`config.mk`:
```
export PLATFORM = sky130hd
export DESIGN_NAME = subword_datapath
export DESIGN_NICKNAME = d
export VERILOG_FILES = /design/src/rtl/subword_pkg.sv /design/src/rtl/subword_datapath.sv
export SDC_FILE = /design/constraint.sdc
export NUM_CORES = 1
export LEC_CHECK = 0
export ABC_AREA = 1
export BUFFER_PORTS_ARGS = -buffer_cell sky130_fd_sc_hd__clkbuf_2
export CORE_ASPECT_RATIO = 0.7
export CORE_MARGIN = 3
export CORE_UTILIZATION = 45
export CTS_CLUSTER_DIAMETER = 200
export DETAILED_ROUTE_END_ITERATION = 7
export GPL_TIMING_DRIVEN = 1
export PLACE_DENSITY = 0.75
export REMOVE_ABC_BUFFERS = 1
export SETUP_SLACK_MARGIN = 0.05
export SKIP_LAST_GASP = 1
export SLEW_MARGIN = 20
export SYNTH_ARGS = -nofsm -noshare
export SYNTH_HDL_FRONTEND = slang
export SYNTH_SLANG_ARGS = --single-unit
export TNS_END_PERCENT = 5
```
`constraint.sdc`:
```
create_clock -name CLK_SYS_I -period 2.95 [get_ports CLK_SYS_I]
set_input_delay 0.4425 -clock CLK_SYS_I [delete_from_list [all_inputs] [get_ports CLK_SYS_I]]
set_output_delay 0.4425 -clock CLK_SYS_I [all_outputs]
set_load 0.05 [all_outputs]
```
`src/rtl/subword_pkg.sv`:
```
// Shared types and constants for the sub-word integer datapath.
// Assumes a 32-bit big-endian core with one clock and special registers numbered by 8 bits.
package subword_pkg;

    // Word geometry
    localparam int WORD_BITS = 32;
    localparam int HALF_BITS = 16;
    localparam int BYTE_BITS = 8;
    localparam int LANES = 4;

    // Special register numbers
    localparam logic [7:0] SR_ALU_STATUS = 8'h84;
    localparam logic [7:0] SR_BYTE_POINTER = 8'h85;
    localparam logic [7:0] SR_FUNNEL_COUNT = 8'h86;

    // ALU status field layout
    localparam int ALU_BP_LSB = 5;
    localparam int ALU_FC_LSB = 0;
    localparam int BP_BITS = 2;
    localparam int FC_BITS = 5;

    // Reset values and fixed codes
    localparam logic [1:0] BP_RESET = 2'h0;
    localparam logic [4:0] FC_RESET = 5'h00;
    localparam logic [1:0] BP_SIGN_SET = 2'h3;
    localparam logic [31:0] BOOL_TRUE = 32'h8000_0000;
    localparam logic [31:0] BOOL_FALSE = 32'h0000_0000;

    // Operations steered by the decoder
    typedef enum logic [3:0] {
        OP_NONE,
        OP_LOAD_BYTE,
        OP_LOAD_HALF,
        OP_STORE_BYTE,
        OP_STORE_HALF,
        OP_EXTRACT_BYTE,
        OP_INSERT_BYTE,
        OP_COMPARE_ANY_BYTE,
        OP_EXTRACT_HALF,
        OP_EXTRACT_HALF_S,
        OP_INSERT_HALF,
        OP_LOAD_LOW_IMM,
        OP_LOAD_HIGH_IMM,
        OP_LOAD_NEG_IMM,
        OP_BRANCH_COND
    } dp_op_t;

    // One decoded instruction with its operands
    typedef struct packed {
        logic valid;
        dp_op_t op;
        logic [31:0] dest_value;
        logic [31:0] src_value;
        logic use_imm8;
        logic [7:0] imm8;
        logic [15:0] imm16;
        logic [1:0] addr_low;
        logic sign_extend_select;
        logic [31:0] mem_word;
    } dp_request_t;

    // Special register move request
    typedef struct packed {
        logic write;
        logic read;
        logic [7:0] number;
        logic [31:0] wdata;
    } sr_request_t;

    // Registered answer of the datapath
    typedef struct packed {
        logic valid;
        logic [31:0] data;
        logic [31:0] store_word;
        logic [3:0] store_lanes;
        logic branch_taken;
    } dp_result_t;

    // Whole state of the datapath
    typedef struct packed {
        logic [1:0] byte_pointer;
        logic [4:0] funnel_shift_count;
        dp_result_t res;
        logic [31:0] sr_rdata;
    } dp_state_t;

endpackage : subword_pkg

```
`src/rtl/subword_datapath.sv`:
```
// Sub-word integer datapath: byte/half-word load, store, extract, insert, compare and constants.
// Assumes the decoder supplies one request per cycle with operands already read from registers.
//
// Overview of operation
// - Byte and half-word positions count from the most significant end.
// - A signed byte takes bit 7 as its sign.
// - Byte load picks one byte of the memory word and widens it.
// - Sign select set sign-extends loaded byte or half-word, clear zero-extends.
// - Byte store puts source low byte into the chosen memory byte lane.
// - Extract byte replaces destination low byte with the pointed source byte.
// - Extract and insert byte choose position by the 2-bit byte pointer.
// - Insert byte writes source low byte into pointed destination byte, rest kept.
// - Compare any byte is true when any of four byte pairs match.
// - Half-word store puts source low 16 bits into the chosen half lane.
// - Extract half-word replaces destination low half, upper half kept.
// - Signed extract half-word fills upper 16 bits with the half's top bit.
// - Insert half-word writes source low half into one destination half.
// - Half-word extract and insert use only the pointer's upper bit.
// - Special register 133 is a second view of the pointer field.
// - Writes to ALU status or shift-count register set the funnel count.
// - Compare results are 1 or 0 in bit 31, other bits zero.
// - Conditional branches look only at bit 31 of their operand.
// - An 8-bit immediate may replace the source operand directly.
// - Low constant loads 16 bits, upper 16 bits cleared.
// - High constant loads upper 16 bits, lower 16 bits kept.
// - Negative constant loads 16 bits, upper 16 bits set.
`timescale 1ns/1ps
`default_nettype none

module subword_datapath
    import subword_pkg::*;
#(
    parameter int DATA_BITS = WORD_BITS
) (
    // Clock and reset
    input wire logic CLK_SYS_I,
    input wire logic RST_I,
    // Decoded instruction
    input wire dp_request_t REQ_I,
    // Special register moves
    input wire sr_request_t SR_I,
    // Results
    output dp_result_t RESULT_O,
    output logic [31:0] SR_RDATA_O,
    output logic [1:0] BYTE_POINTER_O
);

    // Datapath is built for one word width only
    if (DATA_BITS != WORD_BITS) begin : g_width_check
        $error("subword_datapath supports only 32-bit words");
    end

    dp_state_t st;
    dp_state_t next_st;

    // Byte selected by a big-endian lane index
    function automatic logic [7:0] byte_of(input logic [31:0] w, input logic [1:0] lane);
        logic [7:0] b;
        b = 8'h00;
        case (lane)
            2'h0: b = w[31:24];
            2'h1: b = w[23:16];
            2'h2: b = w[15:8];
            default: b = w[7:0];
        endcase
        return b;
    endfunction : byte_of

    // Word with one big-endian byte lane replaced
    function automatic logic [31:0] put_byte(input logic [31:0] w, input logic [1:0] lane,
                                             input logic [7:0] b);
        logic [31:0] r;
        r = w;
        case (lane)
            2'h0: r[31:24] = b;
            2'h1: r[23:16] = b;
            2'h2: r[15:8] = b;
            default: r[7:0] = b;
        endcase
        return r;
    endfunction : put_byte

    // Half-word selected by the upper index bit
    function automatic logic [15:0] half_of(input logic [31:0] w, input logic upper_bit);
        return upper_bit ? w[15:0] : w[31:16];
    endfunction : half_of

    // One-hot lane enable for a big-endian byte index
    function automatic logic [3:0] lane_mask(input logic [1:0] lane);
        return 4'h8 >> lane;
    endfunction : lane_mask

    // Compute next state from the request and special register moves
    always_comb begin
        logic [31:0] src;
        logic [7:0] b;
        logic [15:0] h;
        logic any_eq;
        src = 32'h0;
        b = 8'h00;
        h = 16'h0000;
        any_eq = 1'b0;
        next_st = st;
        next_st.res.valid = 1'b0;
        next_st.res.branch_taken = 1'b0;
        next_st.res.store_lanes = 4'h0;
        // Short immediate replaces the source register
        src = REQ_I.use_imm8 ? {24'h000000, REQ_I.imm8} : REQ_I.src_value;
        if (REQ_I.valid) begin
            next_st.res.valid = 1'b1;
            case (REQ_I.op)
                OP_LOAD_BYTE: begin
                    b = byte_of(REQ_I.mem_word, REQ_I.addr_low);
                    next_st.res.data = REQ_I.sign_extend_select ? {{24{b[7]}}, b}
                                                                : {24'h000000, b};
                end
                OP_LOAD_HALF: begin
                    h = half_of(REQ_I.mem_word, REQ_I.addr_low[1]);
                    next_st.res.data = REQ_I.sign_extend_select ? {{16{h[15]}}, h}
                                                                : {16'h0000, h};
                end
                OP_STORE_BYTE: begin
                    next_st.res.store_word = put_byte(32'h0, REQ_I.addr_low, src[7:0]);
                    next_st.res.store_lanes = lane_mask(REQ_I.addr_low);
                end
                OP_STORE_HALF: begin
                    next_st.res.store_word = REQ_I.addr_low[1] ? {16'h0000, src[15:0]}
                                                               : {src[15:0], 16'h0000};
                    next_st.res.store_lanes = REQ_I.addr_low[1] ? 4'h3 : 4'hc;
                end
                OP_EXTRACT_BYTE: begin
                    next_st.res.data = {REQ_I.dest_value[31:8], byte_of(src, st.byte_pointer)};
                end
                OP_INSERT_BYTE: begin
                    next_st.res.data = put_byte(REQ_I.dest_value, st.byte_pointer, src[7:0]);
                end
                OP_COMPARE_ANY_BYTE: begin
                    for (int i = 0; i < LANES; i++) begin
                        any_eq = any_eq | (byte_of(REQ_I.dest_value, 2'(i)) == byte_of(src, 2'(i)));
                    end
                    next_st.res.data = any_eq ? BOOL_TRUE : BOOL_FALSE;
                end
                OP_EXTRACT_HALF: begin
                    h = half_of(src, st.byte_pointer[1]);
                    next_st.res.data = {REQ_I.dest_value[31:16], h};
                end
                OP_EXTRACT_HALF_S: begin
                    h = half_of(src, st.byte_pointer[1]);
                    next_st.res.data = {{16{h[15]}}, h};
                end
                OP_INSERT_HALF: begin
                    next_st.res.data = st.byte_pointer[1] ? {REQ_I.dest_value[31:16], src[15:0]}
                                                          : {src[15:0], REQ_I.dest_value[15:0]};
                end
                OP_LOAD_LOW_IMM: next_st.res.data = {16'h0000, REQ_I.imm16};
                OP_LOAD_HIGH_IMM: next_st.res.data = {REQ_I.imm16, REQ_I.dest_value[15:0]};
                OP_LOAD_NEG_IMM: next_st.res.data = {16'hffff, REQ_I.imm16};
                OP_BRANCH_COND: next_st.res.branch_taken = src[31];
                default: next_st.res.valid = 1'b0;
            endcase
            // Sign select on any byte or half-word load or store forces the pointer to the last byte
            if (REQ_I.sign_extend_select && (REQ_I.op inside {OP_LOAD_BYTE, OP_LOAD_HALF,
                                                              OP_STORE_BYTE, OP_STORE_HALF})) begin
                next_st.byte_pointer = BP_SIGN_SET;
            end
        end
        // Special register writes; a pointer or status move in the same cycle overrides sign select
        if (SR_I.write) begin
            if (SR_I.number == SR_ALU_STATUS) begin
                next_st.byte_pointer = SR_I.wdata[ALU_BP_LSB +: BP_BITS];
                next_st.funnel_shift_count = SR_I.wdata[ALU_FC_LSB +: FC_BITS];
            end else if (SR_I.number == SR_BYTE_POINTER) begin
                next_st.byte_pointer = SR_I.wdata[BP_BITS-1:0];
            end else if (SR_I.number == SR_FUNNEL_COUNT) begin
                next_st.funnel_shift_count = SR_I.wdata[FC_BITS-1:0];
            end
        end
        // Special register reads, answered one cycle later
        if (SR_I.read) begin
            if (SR_I.number == SR_ALU_STATUS) begin
                next_st.sr_rdata = {25'h0, st.byte_pointer, st.funnel_shift_count};
            end else if (SR_I.number == SR_BYTE_POINTER) begin
                next_st.sr_rdata = {30'h0, st.byte_pointer};
            end else if (SR_I.number == SR_FUNNEL_COUNT) begin
                next_st.sr_rdata = {27'h0, st.funnel_shift_count};
            end else begin
                next_st.sr_rdata = 32'h0;
            end
        end
    end

    // State register
    always_ff @(posedge CLK_SYS_I or posedge RST_I) begin
        if (RST_I) begin
            st <= '{byte_pointer: BP_RESET, funnel_shift_count: FC_RESET, res: '0, sr_rdata: 32'h0};
        end else begin
            st <= next_st;
        end
    end

    // Outputs straight from state
    assign RESULT_O = st.res;
    assign SR_RDATA_O = st.sr_rdata;
    assign BYTE_POINTER_O = st.byte_pointer;

    logic past_ok;
    always_ff @(posedge CLK_SYS_I or posedge RST_I) begin
        if (RST_I) begin
            past_ok <= 1'b0;
        end else begin
            past_ok <= 1'b1;
        end
    end

    // Source operand as the checks see it, short immediate zero-extended
    logic [31:0] chk_src;
    assign chk_src = REQ_I.use_imm8 ? {24'h000000, REQ_I.imm8} : REQ_I.src_value;
endmodule : subword_datapath

`default_nettype wire

```
==> run summary <==
outcome = complete, no violations
top_reg_cell synth = dfrtp_1
Max VDD drop = 0.328 mV
# port buffers = 226
fin. max-slew vios = 0
gpl congestion = 0.983
area of the multi-input gates = 3810 sq um
worst hold slack = 0.171 ns
Worst-Margin Slew = 0.779 ns
PwrDens = 544 nW/um^2
Synth top area share = 28.8%
Setup-failing EPs final = 0
num rows = 38
combinational share of power = 40.0%
Detailed Place HPWL = 21,700 um
GRT met1 Usage = 44.8%
FILL cells = 1,602
cts hold-fix bufs = 0
final worst-path cycle share = 76.9%
DIE WIDTH = 158 um
postcts setup bufs = 0
final worst slack = 0.681 ns
CP startpoint kind = input pin
M3 GR Usage = 9.67%
Final ANT Viol Nets = 0
I/O Pins = 277
Switching Fraction = 44.0%
vias in the first global route = 7,223
first-pass GRT wire length = 40,600 um
yosys warns = 0
Post-CTS Resized = 0
Synth Register Bits = 84
Syn Inst Count = 1,128
gr busiest metal = met1
Starting Density = 46.5%
Clock power frac = 28.0%
critical-path maximum fanout = 28
die height = 112 um
1st-iter DRT viols = 866
TritonCTS clock tree = yes
DR WL/cell = 18.4 um
EDFF count, synth = 0
Finished Layout Cells = 1,470
LEAKAGE = 4.45 nW
Psw = 1.96 mW
Final min period = 2.27 ns
worst-skew pair later-pin latency = 0.35 ns
post-synthesis cell area = 7290 sq um
Nets = 1,437
register area = 2100 sq um
via count = 8,047
average size of a mapped cell = 6.46 sq um
CP Capture Type = register
Critical Setup Path Class = input pin to register
WP data required = 3.20 ns
initial antenna violation count = 0
Final TNS setup = 0 ns
grt total ovfl = 0
clk slew on worst S/H paths = 0.07 ns
Cell Count Post-Placement = 1,453
Worst Skew = 0.0128 ns
Sequential Power Share = 32.0%
Bufs on Longest Clock Path = 2
most frequent cells in the layout = 302 x nand2_1, 226 x clkbuf_2, 135 x nor2_1, 109 x inv_1, 84 x dfrtp_1
die area = 17,800 sq um
area leader, netlist = dfrtp_1
slew margin rel. = 47.9%
RSZ-0062 raised after global routing = no
MaxCap Viol Count = 0
final hold violations = 0
Core Region = 15,700 sq um
Root Driver = clkbuf_16
DRC viols = 0
WL final = 27,000 um
first-pass detailed-route iteration total = 6
post-synthesis async set-or-reset flop share = 100%
met2 global-route usage = 40.8%
layout cells sized above 1 = 24.3%
largest net degree at the start of global routing = 49
Via density = 5.47
clk sinks = 84
CTS Buf Count = 9
commonest non-fill, non-tap cell in the layout = nand2_1
Unique masters post-synth = 46
worst hold path type = input pin to asynchronous set/reset pin
sequential share of the synthesized area = 28.8%
top cells by area, synth = dfrtp_1 29%, nand2_1 16%, buf_4 11%
Tot GR Track Use = 29.6%
htree depth = 3
P_int = 2.50 mW
synthesis-to-layout area growth = 12.5%
f_max = 0.441 GHz
pre-CTS setup slack = 0.420 ns
Worst Path Arrival = 2.52 ns
==> layout make-up <==
cell class,instances,share of cell area (%)
Multi-Input combinational cell,805,46.5
Inverter,125,5.77
Timing Repair Buffer,239,15.1
Tap cell,200,3.05
Clock buffer,10,2.79
Clock inverter,6,1.07
Antenna cell,1,0.0305
Sequential cell,84,25.6
==> power by group through the flow <==
stage / combinational (mW) / sequential [mW] / clock, mW
2_1_floorplan: 0.633 / 2.01 / 0
3_3_place_gp: 1.74 / 1.44 / 0
3_5_place_dp: 1.76 / 1.45 / 0
4_1_cts: 1.77 / 1.43 / 1.27
5_1_grt: 1.91 / 1.45 / 1.32
6_report: 1.78 / 1.43 / 1.25
==> cell families after synthesis <==
logic type	after synthesis	synth area share, %
other	1	0.0514
AO/OA/AOI/OAI	239	19.6
multiplexers	7	0.996
buffers and inverters	263	20.1
flip-flops	84	28.8
AND/OR/NAND/NOR	534	30.5
==> Yosys cell counts (all sizes together), types with 9 or more instances <==
library cell,n
a21oi,66
a31oi,9
buf,132
dfrtp,84
inv,124
nand2,318
nand3,44
nor2,148
nor3,9
o2111ai,10
o211ai,14
o21ai,86
o22ai,23
==> metrics by stage <==
step / power [mW] / area (sq um) / utilization (%)
after CTS: 4.46 / 8200 / 52.2
after floorplan: 2.64 / 6390 / -
after detailed placement: 3.21 / 7880 / 50.2
after global routing: 4.67 / 8200 / 52.2
final: 4.46 / 8200 / 52.3
after global placement: 3.19 / 7880 / 50.2
==> layer usage <==
metal | wire length (um) | part of all wire [%]
met5 | 0 | 0
met4 | 451 | 1.7
met3 | 3630 | 13
met1 | 12000 | 44
met2 | 10900 | 40
==> worst max-delay path, cell delays in order <==
cell,delay [ns]
clkbuf_2,0.27
inv_2,0.28
nand2_1,0.27
o21ai_0,0.14
nand2_1,0.10
nand2_2,0.14
nor2_2,0.44
o2111ai_1,0.24
nor2_1,0.15
nor2_1,0.05
==> registers in the layout, summed over array words and instances (netlist names) <==
register / cells
st: 5
RESULT_O: 70
BYTE_POINTER_O: 2
SR_RDATA_O: 7
==> worst paths after layout <==
| kind | startpoint | to | slack [ns] | cells past startpoint |
|---|---|---|---|---|
| max in group asynchronous | RST_I | RESULT_O[31]$_DFFE_PP0P_ | 2.10 | 3 |
| max reg2reg | BYTE_POINTER_O[1]$_DFF_PP0_ | RESULT_O[40]$_DFFE_PP0P_ | 0.80 | 8 |
| min | RST_I | RESULT_O[62]$_DFFE_PP0P_ | 0.17 | 2 |
| min reg2reg | RESULT_O[24]$_DFFE_PP0P_ | RESULT_O[24]$_DFFE_PP0P_ | 0.49 | 2 |
| min in group CLK_SYS_I | SR_I[3] | st[105]$_DFFE_PP0P_ | 0.33 | 2 |
| max | REQ_I[59] | RESULT_O[59]$_DFFE_PP0P_ | 0.68 | 10 |
(Power assumes the default switching activity.)
